==> src/hw/gps_pkg.sv <==
// Shared constants of the game port status block
package gps_pkg;
	// Register offsets
	localparam logic [7:0] GPS_OFF_CTL = 8'h00;
	localparam logic [7:0] GPS_OFF_LEGACY = 8'h01;
	localparam logic [7:0] GPS_OFF_XST = 8'h02;
	localparam logic [7:0] GPS_OFF_IEN = 8'h03;
	localparam logic [7:0] GPS_OFF_CNT_FIRST = 8'h04;
	localparam logic [7:0] GPS_OFF_CNT_LAST = 8'h0b;
	localparam logic [7:0] GPS_OFF_POL = 8'h0c;
	localparam logic [7:0] GPS_OFF_MASK = 8'h0d;
	// Field positions
	localparam int GPS_CTL_ENH_BIT = 0;
	localparam int GPS_CTL_PRE_A_BIT = 1;
	localparam int GPS_CTL_PRE_B_BIT = 2;
	localparam int GPS_BTN_LSB = 4;
	localparam int GPS_AXIS_LSB = 0;
	// Values after reset, and the control write mask
	localparam logic [7:0] GPS_CTL_RST = 8'h00;
	localparam logic [7:0] GPS_XST_RST = 8'h00;
	localparam logic [7:0] GPS_IEN_RST = 8'h00;
	localparam logic [7:0] GPS_POL_RST = 8'h00;
	localparam logic [7:0] GPS_MASK_RST = 8'h00;
	localparam logic [7:0] GPS_CTL_WMASK = 8'hf7;
	// Timing
	localparam int GPS_CLK_HZ = 100_000_000;
	localparam int GPS_FAST_HZ = 1_000_000;
	localparam int GPS_SLOW_HZ = 500_000;
	localparam int GPS_DIV_FAST = GPS_CLK_HZ / GPS_FAST_HZ;
	localparam int GPS_DIV_SLOW = GPS_CLK_HZ / GPS_SLOW_HZ;
	localparam int GPS_PULSE_US = 10;
	localparam int GPS_PULSE_CYC = (GPS_PULSE_US * (GPS_CLK_HZ / 1_000_000));
	localparam logic [15:0] GPS_CNT_MAX = 16'hffff;
	// Counter states
	typedef enum logic [2:0] {
		GPS_IDLE = 3'b001,
		GPS_HOLD = 3'b010,
		GPS_RUN = 3'b100
	} gps_cnt_state_type;
endpackage : gps_pkg

==> src/hw/gps_cnt_if.sv <==
// Link between the top and one position counter
`timescale 1ns/1ps
interface gps_cnt_if;
	logic start;
	logic drive;
	logic tick;
	logic pin_high;
	logic [15:0] count;
	logic done;
	modport ctl (output start, output drive, output tick, output pin_high,
		input count, input done);
	modport cnt (input start, input drive, input tick, input pin_high,
		output count, output done);
endinterface : gps_cnt_if

==> src/hw/gps_btn_edge.sv <==
// Button edge detection with selectable polarity
`timescale 1ns/1ps
module gps_btn_edge #(
	parameter int N = 4
) (
	input wire logic core_clk,
	input wire logic resetn,
	input wire logic [N-1:0] btn,
	input wire logic [N-1:0] rising,
	output logic [N-1:0] event_pulse
);
	logic [N-1:0] prev_reg;
	logic armed_reg;

	// Previous level, armed after the first sample
	always_ff @(posedge core_clk or negedge resetn) begin
		if (!resetn) begin
			prev_reg <= '0;
			armed_reg <= 1'b0;
		end else begin
			prev_reg <= btn;
			armed_reg <= 1'b1;
		end
	end

	genvar i;
	generate
		for (i = 0; i < N; i++) begin : g_edge
			// Rising when polarity set, falling otherwise
			assign event_pulse[i] = armed_reg && (rising[i] ?
				(btn[i] && !prev_reg[i]) : (!btn[i] && prev_reg[i]));
		end
	endgenerate
endmodule : gps_btn_edge

==> src/hw/gps_pos_counter.sv <==
// One axis position counter
`timescale 1ns/1ps
module gps_pos_counter
	import gps_pkg::*;
(
	input wire logic core_clk,
	input wire logic resetn,
	gps_cnt_if.cnt link
);
	gps_cnt_state_type state_reg;
	logic [15:0] count_reg;
	logic done_reg;

	assign link.count = count_reg;
	assign link.done = done_reg;

	// Sequence: hold while driven low, then count until pin high
	always_ff @(posedge core_clk or negedge resetn) begin
		if (!resetn) begin
			state_reg <= GPS_IDLE;
			count_reg <= 16'h0000;
			done_reg <= 1'b0;
		end else begin
			done_reg <= 1'b0;
			if (link.start) begin
				state_reg <= GPS_HOLD;
				count_reg <= 16'h0000;
			end else begin
				case (state_reg)
					GPS_IDLE: begin
						state_reg <= GPS_IDLE;
					end
					GPS_HOLD: begin
						if (!link.drive) begin
							state_reg <= GPS_RUN;
						end
					end
					GPS_RUN: begin
						if (link.pin_high || count_reg == GPS_CNT_MAX) begin
							state_reg <= GPS_IDLE;
							done_reg <= 1'b1;
						end else if (link.tick) begin
							count_reg <= count_reg + 16'h0001;
						end
					end
					default: begin
						state_reg <= GPS_IDLE;
					end
				endcase
			end
		end
	end
endmodule : gps_pos_counter

==> src/hw/gps_top.sv <==
// Game port status, extended status and position measurement
// Functional notes
// Legacy status readable in every mode
// Legacy status write pulses all axis pins low
// Enhanced mode write also zeroes counters
// Bits 7..4 show raw button levels
// Bits 3..0 show axis pins driven low
// Button event flags latch in bits 7..4
// Writing one clears extended flag
// Counter read clears its ready flag
// Extended flags set only in enhanced mode
// Bits 3..0 flag counter ready
// Extended flags zero after reset
// Control bit 0 selects enhanced mode
// Counters tick 1 MHz or 500 kHz prescaled
// Counter saturates at full scale
// Button events edge triggered, polarity selected
// Counter runs until pin high, then ready
`timescale 1ns/1ps
module gps_top
	import gps_pkg::*;
#(
	parameter int PULSE_CYC = GPS_PULSE_CYC
) (
	input wire logic core_clk,
	input wire logic resetn,
	input wire logic [7:0] reg_addr,
	input wire logic [7:0] reg_wdata,
	input wire logic reg_wr,
	input wire logic reg_rd,
	output logic [7:0] reg_rdata,
	input wire logic [3:0] button_in,
	input wire logic [3:0] axis_pin_in,
	output logic [3:0] axis_pin_out,
	output logic [3:0] axis_pin_oe,
	output logic irq
);
	logic [7:0] game_port_control_reg;
	logic [7:0] extended_event_status_reg;
	logic [7:0] extended_event_status_next;
	logic [7:0] game_irq_enable_reg;
	logic [7:0] button_event_polarity_reg;
	logic [7:0] irq_mask_reg;
	logic [7:0] rdata_reg;
	logic [7:0] legacy_pin_status;
	logic enh;
	logic wr_legacy;
	logic wr_xst;
	logic rd_cnt;
	logic [1:0] rd_cnt_idx;
	logic [3:0] rdy_clr;
	logic [3:0] rdy_set;
	logic [3:0] btn_evt;
	logic [7:0] xst_set;
	logic [7:0] xst_clr;
	logic drive_reg;
	logic [15:0] pulse_cnt_reg;
	logic [7:0] fast_div_reg;
	logic fast_tick_reg;
	logic slow_phase_reg;
	logic tick_a;
	logic tick_b;
	logic [15:0] cnt_val [4];
	logic [3:0] cnt_done;

	// Mode select
	assign enh = game_port_control_reg[GPS_CTL_ENH_BIT];

	// Access decode
	assign wr_legacy = reg_wr && (reg_addr == GPS_OFF_LEGACY);
	assign wr_xst = reg_wr && (reg_addr == GPS_OFF_XST);
	assign rd_cnt = reg_rd && (reg_addr >= GPS_OFF_CNT_FIRST)
		&& (reg_addr <= GPS_OFF_CNT_LAST);
	assign rd_cnt_idx = reg_addr[2:1] - 2'b10;

	// Control register
	always_ff @(posedge core_clk or negedge resetn) begin
		if (!resetn) begin
			game_port_control_reg <= GPS_CTL_RST;
		end else if (reg_wr && reg_addr == GPS_OFF_CTL) begin
			game_port_control_reg <= reg_wdata & GPS_CTL_WMASK;
		end
	end

	// Interrupt enable register
	always_ff @(posedge core_clk or negedge resetn) begin
		if (!resetn) begin
			game_irq_enable_reg <= GPS_IEN_RST;
		end else if (reg_wr && reg_addr == GPS_OFF_IEN) begin
			game_irq_enable_reg <= reg_wdata;
		end
	end

	// Event polarity register
	always_ff @(posedge core_clk or negedge resetn) begin
		if (!resetn) begin
			button_event_polarity_reg <= GPS_POL_RST;
		end else if (reg_wr && reg_addr == GPS_OFF_POL) begin
			button_event_polarity_reg <= reg_wdata;
		end
	end

	// Interrupt mask register
	always_ff @(posedge core_clk or negedge resetn) begin
		if (!resetn) begin
			irq_mask_reg <= GPS_MASK_RST;
		end else if (reg_wr && reg_addr == GPS_OFF_MASK) begin
			irq_mask_reg <= reg_wdata;
		end
	end

	// Axis low pulse timer, restarted by any legacy write
	always_ff @(posedge core_clk or negedge resetn) begin
		if (!resetn) begin
			drive_reg <= 1'b0;
			pulse_cnt_reg <= 16'h0000;
		end else if (wr_legacy) begin
			drive_reg <= 1'b1;
			pulse_cnt_reg <= 16'(PULSE_CYC - 1);
		end else if (drive_reg) begin
			if (pulse_cnt_reg == 16'h0000) begin
				drive_reg <= 1'b0;
			end else begin
				pulse_cnt_reg <= pulse_cnt_reg - 16'h0001;
			end
		end
	end

	// Axis pins pulled low during the pulse only
	assign axis_pin_out = 4'h0;
	assign axis_pin_oe = {4{drive_reg}};

	// 1 MHz tick divider
	always_ff @(posedge core_clk or negedge resetn) begin
		if (!resetn) begin
			fast_div_reg <= 8'h00;
			fast_tick_reg <= 1'b0;
		end else if (fast_div_reg == 8'(GPS_DIV_FAST - 1)) begin
			fast_div_reg <= 8'h00;
			fast_tick_reg <= 1'b1;
		end else begin
			fast_div_reg <= fast_div_reg + 8'h01;
			fast_tick_reg <= 1'b0;
		end
	end

	// Every second fast tick gives 500 kHz
	always_ff @(posedge core_clk or negedge resetn) begin
		if (!resetn) begin
			slow_phase_reg <= 1'b0;
		end else if (fast_tick_reg) begin
			slow_phase_reg <= !slow_phase_reg;
		end
	end

	// Per device tick choice
	assign tick_a = fast_tick_reg && (!game_port_control_reg[GPS_CTL_PRE_A_BIT]
		|| slow_phase_reg);
	assign tick_b = fast_tick_reg && (!game_port_control_reg[GPS_CTL_PRE_B_BIT]
		|| slow_phase_reg);

	// Position counters, index 0 AX, 1 AY, 2 BX, 3 BY
	genvar k;
	generate
		for (k = 0; k < 4; k++) begin : g_cnt
			gps_cnt_if link ();
			assign link.start = wr_legacy && enh;
			assign link.drive = drive_reg;
			assign link.tick = (k < 2) ? tick_a : tick_b;
			assign link.pin_high = axis_pin_in[k];
			assign cnt_val[k] = link.count;
			assign cnt_done[k] = link.done;
			gps_pos_counter u_cnt (
				.core_clk(core_clk),
				.resetn(resetn),
				.link(link)
			);
			// Read of either byte clears this ready flag
			assign rdy_clr[k] = rd_cnt && (rd_cnt_idx == 2'(k));
			assign rdy_set[k] = cnt_done[k] && enh;
		end
	endgenerate

	// Button edge events
	gps_btn_edge #(
		.N(4)
	) u_btn (
		.core_clk(core_clk),
		.resetn(resetn),
		.btn(button_in),
		.rising(button_event_polarity_reg[7:4]),
		.event_pulse(btn_evt)
	);

	// Extended status set and clear terms
	assign xst_set = enh ? {btn_evt, rdy_set} : 8'h00;
	assign xst_clr = (wr_xst ? reg_wdata : 8'h00) | {4'h0, rdy_clr};

	// Set wins over a clear in the same cycle
	always_comb begin
		extended_event_status_next = (extended_event_status_reg & ~xst_clr)
			| xst_set;
	end

	// Extended status register
	always_ff @(posedge core_clk or negedge resetn) begin
		if (!resetn) begin
			extended_event_status_reg <= GPS_XST_RST;
		end else begin
			extended_event_status_reg <= extended_event_status_next;
		end
	end

	// Live pin view
	assign legacy_pin_status = {button_in, axis_pin_oe};

	// Read data, one cycle after the strobe
	always_ff @(posedge core_clk or negedge resetn) begin
		if (!resetn) begin
			rdata_reg <= 8'h00;
		end else if (reg_rd) begin
			case (reg_addr)
				GPS_OFF_CTL: rdata_reg <= game_port_control_reg;
				GPS_OFF_LEGACY: rdata_reg <= legacy_pin_status;
				GPS_OFF_XST: rdata_reg <= extended_event_status_reg;
				GPS_OFF_IEN: rdata_reg <= game_irq_enable_reg;
				GPS_OFF_POL: rdata_reg <= button_event_polarity_reg;
				GPS_OFF_MASK: rdata_reg <= irq_mask_reg;
				default: begin
					if (rd_cnt) begin
						rdata_reg <= reg_addr[0] ? cnt_val[rd_cnt_idx][15:8]
							: cnt_val[rd_cnt_idx][7:0];
					end else begin
						rdata_reg <= 8'h00;
					end
				end
			endcase
		end else begin
			rdata_reg <= 8'h00;
		end
	end
	assign reg_rdata = rdata_reg;

	// Level interrupt from unmasked flags
	assign irq = |(extended_event_status_reg & irq_mask_reg);
endmodule : gps_top
==> config.mk <==
export PLATFORM = sky130hd
export DESIGN_NAME = gps_top
export DESIGN_NICKNAME = d
export VERILOG_FILES = /design/src/hw/gps_pkg.sv /design/src/hw/gps_cnt_if.sv /design/src/hw/gps_btn_edge.sv /design/src/hw/gps_pos_counter.sv /design/src/hw/gps_top.sv
export SDC_FILE = /design/constraint.sdc
export NUM_CORES = 1
export LEC_CHECK = 0
export ABC_AREA = 1
export BUFFER_PORTS_ARGS = -buffer_cell sky130_fd_sc_hd__buf_2
export CELL_PAD_IN_SITES_DETAIL_PLACEMENT = 1
export CELL_PAD_IN_SITES_GLOBAL_PLACEMENT = 1
export CORE_UTILIZATION = 45
export DETAILED_ROUTE_END_ITERATION = 16
export HOLD_SLACK_MARGIN = 0.06
export PLACE_DENSITY_LB_ADDON = 0.1
export SETUP_SLACK_MARGIN = 0.3
export SYNTH_ARGS = -nofsm -noshare
export SYNTH_HDL_FRONTEND = slang
export SYNTH_SLANG_ARGS = --single-unit
==> constraint.sdc <==
create_clock -name core_clk -period 1.8 [get_ports core_clk]
set_input_delay 0.45 -clock core_clk [delete_from_list [all_inputs] [get_ports core_clk]]
set_output_delay 0.45 -clock core_clk [all_outputs]
set_load 0.005 [all_outputs]
======== Word-level counts from Yosys, hierarchy flattened ========
Cells that the tools add are included.
cells by class
  add/sub/neg operators ................... 7
  reduce and logical (&&, ||, !) cells .... 68
  multiplexer cells ....................... 62
  equal/unequal tests ..................... 34
  $lt $le $gt $ge ......................... 3
  bitwise operators ....................... 6
operators with widths
  operator                                                                count
  16-bit 2-to-1 mux                                                       21
  16-bit by 1-bit adder with 16-bit output (second input constant)        4
  16-bit equality test (second input constant)                            4
  8-bit 2-to-1 mux                                                        6
  8-bit case mux with 6 select lines                                      1
  16-bit binary-select mux with 2-bit select                              1
  1-bit logical AND                                                       31
  3-bit 2-to-1 mux                                                        9
  3-bit case mux with 2 select lines                                      4
  1-bit 2-to-1 mux                                                        20
  8-bit AND                                                               2
  8-bit by 2-bit equality test with 1-bit output (second input constant)  2
  8-bit by 4-bit equality test with 1-bit output (second input constant)  2
  16-bit zero test                                                        1
  16-bit by 1-bit subtractor with 16-bit output (second input constant)   1
  2-bit nonzero test                                                      7
  3-bit by 2-bit equality test with 1-bit output (second input constant)  4
  3-bit equality test (second input constant)                             4
  3-bit by 2-bit != test with 1-bit output (second input constant)        4
  3-bit != test (second input constant)                                   4
  3-bit AND reduction                                                     4
  1-bit zero test                                                         11
  2-bit != test (second input constant)                                   5
  2-bit AND reduction                                                     5
  other kinds (17)                                                        23
storage, ports and cells
  input bits .............................. 28
  output and inout bits ................... 17
  bits in registers ....................... 159
  word-level logic and storage cells ...... 205

======== Logic depth before layout (Yosys ltp) ========
  depth after elaboration ................. 9
  mapped depth ............................ 11
  gate-level depth less buffers ........... 10

======== By module ========
From an unflattened synthesis, not the netlist that was laid out.
second synthesis, totals
  cells, all modules ...................... 1,519
  area, all modules ....................... 10,277.4 um2
by module, submodules not included
  module           cells an instance  times used  area each (um2)  seq. area each (um2)
  gps_top          760                1           5,024.8          1,851.8
  gps_pos_counter  181                4           1,253.7          501.7
  gps_btn_edge     35                 1           237.7            125.1

======== Worst setup path after synthesis ========
Ideal clock, no wire load.
  kind .................................... reg-to-reg
  from .................................... register g_cnt[3].u_cnt.count_reg[0]
  to ...................................... register g_cnt[3].u_cnt.count_reg[7]
  clock period less this slack ............ 1.614 ns
  path slack .............................. 0.186 ns
  stages on the path, launching flop included .. 11
  path buffers ............................ 1
  data required time ...................... 1.682 ns
  setup time .............................. 0.118 ns
  data arrival time ....................... 1.497 ns
  path through ............................ dfrtp_1 ha_1 nand3_1 inv_1 nand2_1 nor2_4 nor2_2 nand2_4 buf_6 nand3_1 nand2_1
on the way
  longest elaborated chain between the ends .. 5
  elaborated cells between the ends (all ways) .. 9
  those cells by class .................... add/sub (1); eq/ne (2); mux (4); reduce/logical (2)
RTL lines
  element                                   RTL line               text
  from (decl)                               gps_pos_counter.sv:11  logic [15:0] count_reg;
  from (signal assigned)                    gps_pos_counter.sv:43  count_reg <= count_reg + 16'h0001;
  16-bit by 1-bit adder with 16-bit output  gps_pos_counter.sv:43
  16-bit 2-to-1 mux                         gps_pos_counter.sv:42  end else if (link.tick) begin
  16-bit 2-to-1 mux                         gps_pos_counter.sv:39  if (link.pin_high || count_reg == GPS_CNT_MAX) begin
  16-bit 2-to-1 mux                         gps_pos_counter.sv:29  case (state_reg)
  16-bit 2-to-1 mux                         gps_pos_counter.sv:25  if (link.start) begin
Parallel ways exist; a longest one is shown, timed or not. The select of a mux whose other input is x is not followed.
A chain may end at the register's enable or synchronous reset.

======== Worst setup path in the final report ========
  from .................................... register irq_mask_reg[1]
  to ...................................... output irq
on the way
  longest elaborated chain between the ends .. 2
RTL lines
  element                 RTL line        text
  from (decl)             gps_top.sv:43   logic [7:0] irq_mask_reg;
  from (signal assigned)  gps_top.sv:108  irq_mask_reg <= reg_wdata;
  8-bit AND               gps_top.sv:245  assign irq = |(extended_event_status_reg & irq_mask_reg);
  8-bit OR reduction      gps_top.sv:245
  to (decl)               gps_top.sv:36   output logic irq
Every way passes these cells.

==> results.py <==
metrics = {
    "grt": {
        "grt_pass1_vias": 11000,
        "grt_max_degree": 64,
        "antenna_found_initial": 0,
        "grt_use_total_pct": 33.9,
        "grt_overflow": 0,
        "grt_pass1_wl_um": 58600,
    },
    "run_status": {
        "violations": "negative setup slack",
        "status": "complete, but fails checks",
    },
    "clocking": {
        "cts_root_buf": "clkbuf_16",
        "cts_made_buffers": 17,
        "clock_sinks": 159,
        "h-tree-depth": 4,
        "clk-insertion-delay-late_ps": 440,
        "clockBufferDepth": 2,
        "clk_pin_slew_ps": 70,
        "cts_tree": "yes",
    },
    "detailed_routing": {
        "via_count": 10900,
        "ant_nets": 0,
        "dr.pass1.iters": 7,
        "drc": 0,
        "vias_per_cell": 5.79,
        "drtIter0Drc": 678,
        "wl_per_cell_um": 22.7,
        "drt-total-wl_um": 42500,
    },
    "logic_synthesis": {
        "syn_area_um2": 9790,
        "yosysUniqueCellTypes": 42,
        "netlist.area_leader.share_pct": 39.6,
        "ys_ff_latch": 159,
        "avgSynthCellArea_um2": 6.96,
        "synth_cells": 1406,
        "yosysSeqAreaShare_pct": 40.7,
        "yosys-top-cells-area": "dfrtp_1 (40%), nand2_1 (18%), nand3_1 (11%), inv_1 (5.3%), nor2_1 (4.8%)",
        "yosysTopAreaCell": "dfrtp_1",
        "ys_warn_count": 0,
    },
    "layout": {
        "stdcell_count": 1875,
        "final_common_cell": "nand2_1",
        "largest_register_ff_count": 64,
        "diodes": 0,
        "area_growth_syn_to_layout_pct": 38.6,
        "layout.nets": 1623,
        "final_cell_mix": "nand2_1 (431), dfrtp_1 (143), buf_4 (133)",
        "drive_gt1_share_pct": 32.1,
    },
    "placed_design": {
        "dp_cells": 1782,
        "dp_hpwl_um": 23300,
        "globalplace.congestion": 0.845,
        "port_buffers": 40,
    },
    "sta": {
        "finalSetupViolCount": 1,
        "slew_violations": 0,
        "fin_ws_ps": -186,
        "fin_crit_sh_pct": 110,
        "fmax_mhz": 504,
        "finalSetupTns_ps": -186,
        "finalCriticalPeriod_ps": 1990,
        "hold_ws_ps": 180,
        "rsz0062_at_grt": "true",
        "final-hold-violation-count": 0,
        "skew_ps": 13.7,
    },
    "critical_path": {
        "crit_type": "reg2out",
        "r2r.worst_path.cells": 11,
        "critPathMaxStageDelay_ps": 390,
        "crit_family": "compound AO/OA/AOI/OAI gates",
        "crit_slowest_cell": "dfrtp_1",
        "cp.arrival_ps": 1540,
        "path_cells": "a22o_1 > a221oi_2 > nand2_1 > buf_2",
        "worst_setup_path_end_kind": "primary output",
        "critPathLaunchType": "flop",
        "critical_path_depth": 4,
        "worstPathRequired_ps": 1350,
        "path_buf_inv": 1,
        "cp_max_fo": 2,
    },
    "power": {
        "seqPwrFrac_pct": 42.9,
        "pwr-share-clk_pct": 41.8,
        "p_leak_nw": 6.46,
        "finalPower_mw": 9.00,
        "power.switching_mw": 2.68,
        "ir_drop_mv": 0.533,
        "p_comb_share_pct": 15.3,
        "power_density_nw_per_um2": 663,
        "p_int_mw": 6.33,
        "switching_share_pct": 29.7,
    },
    "flow_run": {
        "maxCapViolations": 0,
    },
    "die": {
        "die_width_um": 149,
        "coreArea_um2": 21200,
        "core.rowCount": 53,
        "die_y_um": 149,
        "start_util_pct": 46.3,
        "dieArea_um2": 22300,
        "num_io_pins": 45,
    },
    "hold_path": {
        "holdPathStages": 1,
        "hp-class": "in2reg",
    },
}
## through the flow
stage / area, µm² / utilization [%] / setup WS (ps)
4_1_cts: 12700 / 59.8 / -160
5_1_grt: 13600 / 64.1 / -215
2_1_floorplan: 9840 / - / 282
3_5_place_dp: 11100 / 52.3 / -264
3_3_place_gp: 11100 / 52.3 / -140
6_report: 13600 / 64.1 / -186
## power by group through the flow
stage | sequential [mW] | clock [mW] | combinational (mW)
2_1_floorplan | 3.87 | 0 | 0.536
3_3_place_gp | 3.89 | 0 | 0.972
3_5_place_dp | 3.89 | 0 | 1.01
4_1_cts | 3.83 | 3.75 | 1.08
5_1_grt | 3.87 | 3.93 | 1.47
6_report | 3.86 | 3.76 | 1.38
## metal layers
metal	GRT usage (%)	part of all wire [%]	up-vias
met2	58.6	50	425
met1	42.2	41	5451
li1	-	-	4827
met5	0	0	-
met3	4.88	4.7	151
met4	14.2	4.1	0
## final timing paths
path                                         startpoint                       endpoint  slack (ps)
setup / recovery                        irq_mask_reg[1]                            irq        -190
hold reg to reg                         fast_div_reg[0]                fast_div_reg[0]         470
min in group asynchronous                        resetn   g_cnt[3].u_cnt.link.count[2]         500
setup reg to reg           g_cnt[1].u_cnt.link.count[5]  g_cnt[1].u_cnt.link.count[11]         100
max in group asynchronous                        resetn    g_cnt[1].u_cnt.state_reg[0]         610
hold / removal                             button_in[0]              u_btn.prev_reg[0]         180
## area by class of cell
type                            count  area, µm²
Clock inverter                     10        130
Sequential cell                   159       4000
Tap cell                          275        344
Timing Repair Buffer              215       1890
Clock buffer                       21        450
Fill cell                        2566       7580
Multi-Input combinational cell   1050       6200
Inverter                          145        554
## synthesized netlist by cell type, drive strengths merged
library cell / count
nand3b: 4
and2: 2
nand2: 487
a221oi: 2
nor2: 131
inv: 144
buf: 49
a22o: 2
xor2: 45
nand4: 24
o21a: 1
clkbuf: 8
dfrtp: 155
xnor2: 1
o211ai: 4
a21boi: 1
nand3: 224
dfstp: 4
o21ai: 65
conb: 2
clkinv: 1
or2: 2
nor3b: 2
nor4: 1
ha: 7
nor3: 15
a21oi: 23
## logic make-up after synthesis
family / after synthesis / synth area share, %
simple gates: 892 / 39.8
buf+inv: 202 / 8.99
flops: 159 / 40.7
compound gates: 98 / 5.47
xor+xnor: 46 / 4.12
fa+ha+maj: 7 / 0.895
other cells: 2 / 0.0767
## what timing repair did
action / 4_1_cts / 5_1_grt
gates resized for setup: 142 / 195
pin swaps: 57 / 96
hold buffers: 1 / 0
endpoints found under the setup margin: 86 / 108
setup buffers: 34 / 22
hold endpoints to repair: 29 / 0
gates cloned: 4 / 1
No activity file was read; power rests on OpenSTA's default activity.
